File: config.mk
export PLATFORM = sky130hd
export DESIGN_NAME = adw_top
export DESIGN_NICKNAME = d
export VERILOG_FILES = /design/src/adw_pkg.sv /design/src/adw_top.sv
export SDC_FILE = /design/constraint.sdc
export NUM_CORES = 1
export LEC_CHECK = 0
export BUFFER_PORTS_ARGS = -buffer_cell sky130_fd_sc_hd__buf_2
export CAP_MARGIN = 20
export CORE_MARGIN = 8
export CORE_UTILIZATION = 25
export CTS_CLUSTER_SIZE = 8
export DETAILED_ROUTE_END_ITERATION = 10
export GPL_TIMING_DRIVEN = 1
export SETUP_SLACK_MARGIN = 0.05
export SYNTH_ARGS = -nofsm -noshare
export SYNTH_HDL_FRONTEND = slang
export SYNTH_SLANG_ARGS = --single-unit
File: constraint.sdc
create_clock -name hclk -period 6.5 [get_ports hclk]
set_input_delay 0.65 -clock hclk [delete_from_list [all_inputs] [get_ports hclk]]
set_output_delay 0.65 -clock hclk [all_outputs]
set_load 0.1 [all_outputs]
File: src/adw_pkg.sv
// Purpose: constants for the converter result buffer writer
// Assumes: 32-bit AHB-Lite register access, 16-bit results
// Notes: offsets are byte addresses within the block
// Operation
// result while engine idle sets overrun
// overrun cleared only by engine reset
// active flag reads engine running state
// 13-bit start address field, read/write
// capacity counts 16-bit results, not bytes
// next-address field at bits 13:1
// written-count field reports stored results
// start and next registers reset 0x20000000
// status register resets to zero
// capacity and count registers reset zero
// software keeps start reserved bits zero
// software keeps status reserved bits zero
// arm bit starts engine, self-clears
// engine reset bit resets, self-clears
// linear mode stops, wrap mode restarts
// half, full, overflow pending with enables
// store result, advance address and count
// engine reset reloads address, clears count
package adw_pkg;
  localparam logic [15:0] OFS_PEND = 16'hA810;
  localparam logic [15:0] OFS_EN = 16'hA850;
  localparam logic [15:0] OFS_CTRL = 16'hD010;
  localparam logic [15:0] OFS_STAT = 16'hD014;
  localparam logic [15:0] OFS_START = 16'hD018;
  localparam logic [15:0] OFS_CAP = 16'hD01C;
  localparam logic [15:0] OFS_NEXT = 16'hD020;
  localparam logic [15:0] OFS_CNT = 16'hD024;
  localparam int CTRL_ARM_BIT = 0;
  localparam int CTRL_WRAP_BIT = 1;
  localparam int CTRL_RST_BIT = 4;
  localparam int STAT_ACT_BIT = 0;
  localparam int STAT_OVF_BIT = 1;
  localparam int IRQ_HALF_BIT = 1;
  localparam int IRQ_FULL_BIT = 2;
  localparam int IRQ_OVF_BIT = 4;
  localparam logic [4:0] IRQ_MASK = 5'h16;
  localparam logic [31:0] RAM_BASE = 32'h2000_0000;
  localparam logic [12:0] FIELD_RST = 13'h0000;
  localparam logic [4:0] IRQ_RST = 5'h00;
  typedef enum logic [1:0] {
    ST_IDLE = 2'b00,
    ST_ARMED = 2'b01,
    ST_RUN = 2'b10
  } adw_state_e;
endpackage

File: src/adw_top.sv
// Purpose: writes converter results into a RAM ring or linear buffer
// Assumes: zero-wait AHB-Lite slave, RAM port with ready handshake
// Notes: one RAM write outstanding; a result arriving while busy is dropped
`timescale 1ns/1ps
module adw_top
(
  input wire logic hclk,
  input wire logic hresetn,
  input wire logic hsel,
  input wire logic [15:0] haddr,
  input wire logic [1:0] htrans,
  input wire logic hwrite,
  input wire logic [2:0] hsize,
  input wire logic [31:0] hwdata,
  input wire logic hready,
  output logic hreadyout,
  output logic [31:0] hrdata,
  output logic hresp,
  input wire logic result_valid,
  input wire logic [15:0] result_data,
  output logic ram_we,
  output logic [31:0] ram_addr,
  output logic [15:0] ram_wdata,
  input wire logic ram_ready,
  output logic irq
);
  ////////////////////////////////////////////////////////////////////////
  // bus slave
  logic [15:0] addr_ff;
  logic wr_ff;
  logic hreadyout_ff;
  logic [31:0] hrdata_ff;
  logic ahb_go;
  logic wr_now;
  logic [31:0] rd_mux;

  function automatic logic wr_hit(input logic [15:0] a, input logic [15:0] o);
    return a == o;
  endfunction

  assign ahb_go = hsel & htrans[1] & hready;
  assign wr_now = wr_ff;

  always_ff @(posedge hclk or negedge hresetn)
  begin
    if (!hresetn)
    begin
      addr_ff <= 16'h0000;
      wr_ff <= 1'b0;
      hreadyout_ff <= 1'b0;
      hrdata_ff <= 32'h0000_0000;
    end
    else
    begin
      addr_ff <= haddr;
      wr_ff <= ahb_go & hwrite;
      hreadyout_ff <= 1'b1;
      hrdata_ff <= (ahb_go & ~hwrite) ? rd_mux : 32'h0000_0000;
    end
  end

  ////////////////////////////////////////////////////////////////////////
  // register decode
  logic [12:0] start_ff;
  logic [12:0] cap_ff;
  logic [12:0] next_ff;
  logic [12:0] cnt_ff;
  logic wrap_ff;
  logic ovf_ff;
  logic [4:0] pend_ff;
  logic [4:0] en_ff;
  logic irq_ff;
  adw_pkg::adw_state_e state_ff;
  logic w_pend;
  logic w_en;
  logic w_ctrl;
  logic w_start;
  logic w_cap;
  logic eng_rst;
  logic arm_set;

  assign w_pend = wr_now & wr_hit(addr_ff, adw_pkg::OFS_PEND);
  assign w_en = wr_now & wr_hit(addr_ff, adw_pkg::OFS_EN);
  assign w_ctrl = wr_now & wr_hit(addr_ff, adw_pkg::OFS_CTRL);
  assign w_start = wr_now & wr_hit(addr_ff, adw_pkg::OFS_START);
  assign w_cap = wr_now & wr_hit(addr_ff, adw_pkg::OFS_CAP);
  assign eng_rst = w_ctrl & hwdata[adw_pkg::CTRL_RST_BIT];
  assign arm_set = w_ctrl & hwdata[adw_pkg::CTRL_ARM_BIT];

  assign rd_mux =
    wr_hit(haddr, adw_pkg::OFS_PEND) ? {27'h0, pend_ff} :
    wr_hit(haddr, adw_pkg::OFS_EN) ? {27'h0, en_ff} :
    wr_hit(haddr, adw_pkg::OFS_CTRL) ?
      {30'h0, wrap_ff, state_ff == adw_pkg::ST_ARMED} :
    wr_hit(haddr, adw_pkg::OFS_STAT) ?
      {30'h0, ovf_ff, state_ff == adw_pkg::ST_RUN} :
    wr_hit(haddr, adw_pkg::OFS_START) ? (adw_pkg::RAM_BASE | {19'h0, start_ff}) :
    wr_hit(haddr, adw_pkg::OFS_CAP) ? {19'h0, cap_ff} :
    wr_hit(haddr, adw_pkg::OFS_NEXT) ? (adw_pkg::RAM_BASE | {18'h0, next_ff, 1'b0}) :
    wr_hit(haddr, adw_pkg::OFS_CNT) ? {19'h0, cnt_ff} :
    32'h0000_0000;

  always_ff @(posedge hclk or negedge hresetn)
  begin
    if (!hresetn)
    begin
      start_ff <= adw_pkg::FIELD_RST;
      cap_ff <= adw_pkg::FIELD_RST;
      wrap_ff <= 1'b0;
      en_ff <= adw_pkg::IRQ_RST;
    end
    else
    begin
      if (w_start)
        start_ff <= hwdata[12:0];
      if (w_cap)
        cap_ff <= hwdata[12:0];
      if (w_ctrl)
        wrap_ff <= hwdata[adw_pkg::CTRL_WRAP_BIT];
      if (w_en)
        en_ff <= hwdata[4:0] & adw_pkg::IRQ_MASK;
    end
  end

  ////////////////////////////////////////////////////////////////////////
  // transfer engine
  logic running;
  logic acc;
  logic ovf_evt;
  logic last;
  logic half;
  logic [12:0] cnt_inc;
  logic [12:0] nxt_next;
  logic [12:0] nxt_cnt;
  adw_pkg::adw_state_e nxt_state;
  logic [4:0] pend_set;

  assign running = state_ff == adw_pkg::ST_RUN;
  assign acc = running & result_valid & (~ram_we | ram_ready);
  assign ovf_evt = result_valid & ~acc;
  assign cnt_inc = cnt_ff + 13'h0001;
  assign last = acc & (cnt_inc == cap_ff);
  assign half = acc & (cnt_inc == {1'b0, cap_ff[12:1]}) & (cap_ff[12:1] != 12'h000);

  assign nxt_next = eng_rst ? start_ff :
    (last & wrap_ff) ? start_ff :
    acc ? next_ff + 13'h0001 : next_ff;
  assign nxt_cnt = (eng_rst | (last & wrap_ff)) ? 13'h0000 :
    acc ? cnt_inc : cnt_ff;

  always_comb
  begin
    nxt_state = state_ff;
    case (state_ff)
      adw_pkg::ST_IDLE:
        if (arm_set)
          nxt_state = adw_pkg::ST_ARMED;
      adw_pkg::ST_ARMED:
        nxt_state = (cap_ff == 13'h0000) ? adw_pkg::ST_IDLE : adw_pkg::ST_RUN;
      adw_pkg::ST_RUN:
        if (last & ~wrap_ff)
          nxt_state = adw_pkg::ST_IDLE;
      default:
        nxt_state = adw_pkg::ST_IDLE;
    endcase
    if (eng_rst)
      nxt_state = adw_pkg::ST_IDLE;
  end

  always_ff @(posedge hclk or negedge hresetn)
  begin
    if (!hresetn)
    begin
      state_ff <= adw_pkg::ST_IDLE;
      next_ff <= adw_pkg::FIELD_RST;
      cnt_ff <= adw_pkg::FIELD_RST;
      ovf_ff <= 1'b0;
    end
    else
    begin
      state_ff <= nxt_state;
      next_ff <= nxt_next;
      cnt_ff <= nxt_cnt;
      if (eng_rst)
        ovf_ff <= 1'b0;
      else if (ovf_evt)
        ovf_ff <= 1'b1;
    end
  end

  ////////////////////////////////////////////////////////////////////////
  // ram write port, held until accepted
  logic ram_we_ff;
  logic [31:0] ram_addr_ff;
  logic [15:0] ram_wdata_ff;

  always_ff @(posedge hclk or negedge hresetn)
  begin
    if (!hresetn)
    begin
      ram_we_ff <= 1'b0;
      ram_addr_ff <= 32'h0000_0000;
      ram_wdata_ff <= 16'h0000;
    end
    else if (acc)
    begin
      ram_we_ff <= 1'b1;
      ram_addr_ff <= adw_pkg::RAM_BASE | {18'h0, next_ff, 1'b0};
      ram_wdata_ff <= result_data;
    end
    else if (ram_ready)
      ram_we_ff <= 1'b0;
  end

  ////////////////////////////////////////////////////////////////////////
  // interrupt pending, write one to clear, set wins
  assign pend_set = {ovf_evt, 1'b0, last, half, 1'b0};

  always_ff @(posedge hclk or negedge hresetn)
  begin
    if (!hresetn)
    begin
      pend_ff <= adw_pkg::IRQ_RST;
      irq_ff <= 1'b0;
    end
    else
    begin
      pend_ff <= (pend_ff & ~(w_pend ? hwdata[4:0] : 5'h00)) | pend_set;
      irq_ff <= |(pend_ff & en_ff);
    end
  end

  assign hreadyout = hreadyout_ff;
  assign hrdata = hrdata_ff;
  assign hresp = 1'b0;
  assign ram_we = ram_we_ff;
  assign ram_addr = ram_addr_ff;
  assign ram_wdata = ram_wdata_ff;
  assign irq = irq_ff;
endmodule // adw_top

# Word level (Yosys, flattened, before mapping)
# Cells that the tools add are included.
[totals]
wordCells = 100
reg_bits = 146
output_inout_bits = 84
inputBits = 76
[classes]
reduce_logical = 9
addsub = 2
n_mux = 24
n_eq_ne = 19
bitwise_logic = 29
[ops]
columns = ["cell", "n"]
rows = [
  ["two-way mux 30 bit", 7],
  ["== test 16 bit (second input constant)", 13],
  ["two-way mux 13 bit", 6],
  ["two-way mux 32 bit", 1],
  ["adder 13 x 1 -> 13 bit (second input constant)", 2],
  ["AND 1 bit", 19],
  ["== test 13 x 12 -> 1 bit", 1],
  ["== test 13 bit", 1],
  ["zero test 13 bit", 1],
  ["nonzero test 12 bit", 1],
  ["AND 5 bit", 2],
  ["two-way mux 2 bit", 4],
  ["one-hot mux 2 bit (3 select lines)", 1],
  ["nonzero test 2 bit", 3],
  ["two-way mux 5 bit", 1],
  ["inverter 5 bit", 1],
  ["OR 5 bit", 1],
  ["OR reduction 5 bit", 1],
  ["two-way mux 1 bit", 4],
  ["inverter 1 bit", 4],
  ["inequality test 3 x 2 -> 1 bit (second input constant)", 1],
  ["inequality test 3 bit (second input constant)", 1],
  ["nonzero test 3 bit", 1],
  ["== test 2 x 1 -> 1 bit (second input constant)", 1],
  ["other kinds (4)", 5],
]

# Depth between registers and ports, before layout
[depth]
word_depth = 10
depth_mapped = 10
ltp_nobuf = 8

# Worst setup path after synthesis
# No wires, ideal clock.
[synth_timing]
path_kind = "register -> register"
startpoint = "reg ram_we_ff (netlist: ram_we)"
endpoint = "reg next_ff[10]"
synth_period_minus_slack_ns = 2.639
required_time_ns = 6.375
path_buffers = 1
slack_ns = 3.861
stages_incl_launch_ff = 9
arrival_ns = 2.514
setup_ns = 0.125
cell_sequence = "dfrtp_1 > nor2b_1 > a311oi_1 > o2111ai_1 > nor4_2 > and4_4 > a31oi_4 > buf_6 > mux2_4"
[synth_between]
elab_chain_cells = 7
word_cells_on_any_way = 8
classes_between = "mux (2); bitwise (5); reduce/logical (1)"
[synth_rtl]
columns = ["item", "line", "source"]
rows = [
  ["start, declared", "adw_top.sv:193", "logic ram_we_ff;"],
  ["start signal, assigned", "adw_top.sv:201", "ram_we_ff <= 1'b0;"],
  ["start signal, assigned", "adw_top.sv:207", "ram_we_ff <= 1'b1;"],
  ["start signal, assigned", "adw_top.sv:212", "ram_we_ff <= 1'b0;"],
  ["inverter 1 bit (*)", "adw_top.sv:139", "assign acc = running & result_valid & (~ram_we | ram_ready);"],
  ["OR 1 bit (*)", "adw_top.sv:139", ""],
  ["AND 1 bit (*)", "adw_top.sv:139", ""],
  ["AND 1 bit", "adw_top.sv:142", "assign last = acc & (cnt_inc == cap_ff);"],
  ["AND 1 bit", "adw_top.sv:146", "(last & wrap_ff) ? start_ff :"],
  ["two-way mux 13 bit", "adw_top.sv:146", ""],
  ["two-way mux 13 bit", "adw_top.sv:145", "assign nxt_next = eng_rst ? start_ff :"],
  ["end signal, assigned", "adw_top.sv:175", "next_ff <= adw_pkg::FIELD_RST;"],
  ["end signal, assigned", "adw_top.sv:182", "next_ff <= nxt_next;"],
  ["end, declared", "adw_top.sv:66", "logic [12:0] next_ff;"],
]
# Mark *: on every way between the ends. The rest lies on a longest branch, timed or not.
# A chain may end at the register's enable or synchronous reset.

# Worst setup path after layout
[layout_timing]
startpoint = "reg cnt_ff[0]"
endpoint = "reg next_ff[0]"
[layout_between]
elab_chain_cells = 6
word_cells_on_any_way = 7
classes_between = "add/sub (1); eq/ne (1); mux (2); bitwise (2); reduce/logical (1)"
[layout_rtl]
columns = ["item", "line", "source"]
rows = [
  ["start, declared", "adw_top.sv:67", "logic [12:0] cnt_ff;"],
  ["start signal, assigned", "adw_top.sv:176", "cnt_ff <= adw_pkg::FIELD_RST;"],
  ["start signal, assigned", "adw_top.sv:183", "cnt_ff <= nxt_cnt;"],
  ["adder 13 x 1 -> 13 bit (*)", "adw_top.sv:141", "assign cnt_inc = cnt_ff + 13'h0001;"],
  ["== test 13 bit (*)", "adw_top.sv:142", ""],
  ["AND 1 bit (*)", "adw_top.sv:142", ""],
  ["AND 1 bit (*)", "adw_top.sv:146", ""],
  ["two-way mux 13 bit", "adw_top.sv:146", ""],
  ["two-way mux 13 bit", "adw_top.sv:145", ""],
]
# Marks and branches as above.

==> summary.txt <==
Timing
  – RSZ-0062 raised after global routing: false
  – Setup Skew: 0.01574 ns
  – Final WS setup: 3.356 ns
  – Final setup viols: 0
  – Min cycle time layout: roughly 3.1 ns
  – Final Hold Viols: 0
  – Fmax achieved: 0.3181 GHz
  – Worst-Margin Slew: 1.063 ns
  – Setup TNS: 0 ns
  – Fin crit share: 48.37%
  – Slew Limit Fails: 0
  – Slew HR: between 20% and 30%

GRT
  – Total grt overflow: 0
  – Number of global-route vias before repair: roughly 5000
  – GRT Total Usage: 10.98%
  – Initial antenna violation count: 1
  – Largest net degree at the start of global routing: 72
  – First-pass GRT wire length: between 20 and 30 mm

Placement
  – Final RePlAce weighted congestion: ~0.9
  – Cells after DPL: approximately 1000
  – Hpwl dp: 12.80 mm
  – Dpl ws: approximately 3.4 ns
  – Input/output buffers: 100

Power and ir drop
  – Peak VDD IR: roughly 190 uV
  – Leak Pwr: 3.455 nW
  – Pwr dens: 345.8 nW/um^2

Clock tree
  – Post_cts resized: 0
  – Setup bufs post-CTS: 0
  – CTS Buf Count: 17
  – TritonCTS clock tree: yes
  – Cts-stage hold buffer count: 0
  – Skew-Pair Late Insertion Delay: 0.42 ns
  – Clk sink count: 129
  – Htree depth: 4
  – Clock tree root buffer cell: clkbuf_16
  – Worst-path clk slew: 0.07 ns
  – CTS Buffer Depth: 2

Setup path
  – Critical Path AT: between 3 and 4 ns
  – CP endpoint kind: register
  – Largest fanout on the critical path: 13
  – Startpoint types: register
  – Critical Path Start: cnt_ff[0]
  – R2r startpoint: cnt_ff[0]
  – Largest stage delay on the critical path: 0.58 ns
  – CP Class: register to register
  – Slowest cell on the critical path: a31oi_4
  – Required @ worst endpoint: 6.80 ns
  – Ordered list of cells on the worst path: ha_1 -> nand3_2 -> nor3_1 -> xnor2_1 -> a21oi_1 -> and4_4 -> a31oi_4 -> mux2_2

Floorplan
  – Die area: 31890 sq um
  – Standard-cell rows: 59
  – Die H: 178.6 um
  – Die width: between 150 and 200 um
  – Io pins: 160
  – Starting Density: 25.43%
  – CORE AREA: 25980 sq um

Routing
  – DR DRC count: 0
  – Per-cell routed wire length: 16.85 um
  – DRT iter0 DRCs: 454
  – Drt first pass iters: 6
  – Drt total wl: around 17 mm
  – ANT nets after route: 0
  – Via/cell ratio: between 4 and 5
  – Via count: 4698

Logic synthesis
  – Seq cells post-synth: 129
  – Post-synth top flop: dfrtp_1
  – Cell area after synthesis: approximately 6600 sq um
  – Async set or reset register ratio after synthesis: 100.0%
  – Synthesized instance count: 587
  – Synth Area per Inst: 11.26 sq um
  – Sequential area share after synthesis: 48.85%
  – Post-synth EDFFs: 0
  – Yosys warning count: 0
  – Distinct cells, synth: 60

Run status
  – Outcome: finished clean

Final layout
  – Final #Nets: 760
  – Layout Utilization: 30.34%
  – Layout cells sized above 1: 32.37%
  – Commonest non-fill, non-tap cells in the layout: 129 x dfrtp_1, 99 x buf_2, 61 x mux2_2
  – Commonest non-fill, non-tap cell in the layout: dfrtp_1
  – Post-Layout Cell Count: 1030
  – # fillers: 2693
  – Diode count: 0
  – Synthesis-to-layout area growth: 19.30%

Flow run
  – Maxcap violations: 0

Worst hold path
  – Worst Hold Class: input pin to asynchronous set/reset pin
==> critical path: cells and delay by family (launching register included) <==
kind	cells	cell delay, ns
multiplexers	1	0.42
XOR/XNOR	1	0.22
AO/OA/AOI/OAI	2	0.70
adder cells (fa/ha/maj)	1	0.44
AND/OR/NAND/NOR	3	0.69
flip-flops	1	0.56
==> kinds of logic (layout without fill, tap and decap cells) <==
logic type / count (synthesis) / count (layout) / share of synthesized area (%)
xor gates and xnor gates: 55 / 55 / 7.290
DFF: 129 / 129 / 48.85
buffers and inverters: 76 / 149 / 7.044
other: 2 / 37 / 0.1137
AOI/OAI and AO/OA: 70 / 70 / 8.029
and+or+nand+nor: 180 / 180 / 15.32
adders and majority gates: 2 / 2 / 0.3787
muxes: 73 / 73 / 12.97
==> final cells by class <==
| type | instances | area (sq um) | area share [%] |
|---|---|---|---|
| Tap cell | 335 | 419.2 | 5.317 |
| Sequential cell | 129 | 3228 | 40.95 |
| Timing Repair Buffer | 105 | 544.3 | 6.905 |
| Inverter | 12 | 45.04 | 0.5714 |
| Clock buffer | 18 | 429.2 | 5.444 |
| Clock inverter | 14 | 168.9 | 2.143 |
| Multi-Input combinational cell | 417 | 3048 | 38.67 |
==> path summary, 6_finish.rpt <==
path,slack [ns],depth (start not counted),to
max,3.36,8,next_ff[0]
min,0.19,1,ram_wdata[0]
max reg2reg,3.36,8,next_ff[0]
min reg2reg,0.47,1,ram_addr[29]
max in group asynchronous,4.96,2,cnt_ff[9]
min in group hclk,0.35,1,addr_ff[1]
==> where the power goes <==
group	internal [mW]	total (mW)	switching (mW)
registers	0.889	1.01	0.117
clock network	0.580	0.986	0.406
logic	0.187	0.734	0.547
total	1.66	2.73	1.07
==> metal layers <==
metal  GRT usage (%)  vias up  routed length, um
li1                -     2201                  -
met1           13.52     2323               7486
met2           18.29      150               8509
met3           2.837       22               1095
met4           3.893        2                247
met5               0        -                 13
==> cells in the mapped netlist, types with 2 or more instances <==
cell type / n / area [sq um]
a222oi_1: 13 / 130.1
buf_4: 40 / 300.3
nand3_1: 23 / 115.1
nand3b_1: 4 / 30.03
nand2_1: 33 / 123.9
nor4_4: 2 / 42.54
a21boi_0: 4 / 30.03
xor2_1: 19 / 166.4
o21ai_0: 18 / 90.09
mux2i_1: 2 / 20.02
o31a_1: 2 / 17.52
nor2_4: 2 / 22.52
a22o_1: 3 / 26.28
a21oi_1: 7 / 35.03
nor2b_1: 8 / 50.05
conb_1: 2 / 7.510
o22ai_1: 4 / 25.02
nor2_1: 39 / 146.4
clkbuf_1: 15 / 56.30
inv_1: 12 / 45.04
a31oi_1: 2 / 12.51
nor4_1: 9 / 56.30
and3_1: 5 / 31.28
buf_6: 3 / 33.78
nand2b_1: 18 / 112.6
xnor2_1: 36 / 315.3
nand4_1: 8 / 50.05
o2111ai_1: 2 / 17.52
nand3_2: 4 / 40.04
buf_2: 6 / 30.03
o311a_1: 2 / 20.02
nor3_1: 14 / 70.07
dfrtp_1: 129 / 3228
mux2_2: 61 / 686.9
mux2_4: 10 / 150.1
ha_1: 2 / 25.02
==> flip-flops by register name, summed over array words and instances, names as in the netlist, 5 cells and up <==
signal and count:
start_ff 13, next_ff 13, cap_ff 13, pend_ff 5, hrdata 15, ram_wdata 16, addr_ff 16, cnt_ff 13
ram_addr 14
==> stage by stage <==
step	hold slack, ns	instance area, sq um	power [mW]
3_5_place_dp	0.4525	7284	1.756
2_1_floorplan	0.3544	6739	1.641
4_1_cts	0.2007	7883	2.762
5_1_grt	0.2278	7883	2.842
3_3_place_gp	0.4472	7284	1.746
6_report	0.1926	7883	2.726
Power figures use the tool's default switching activity.
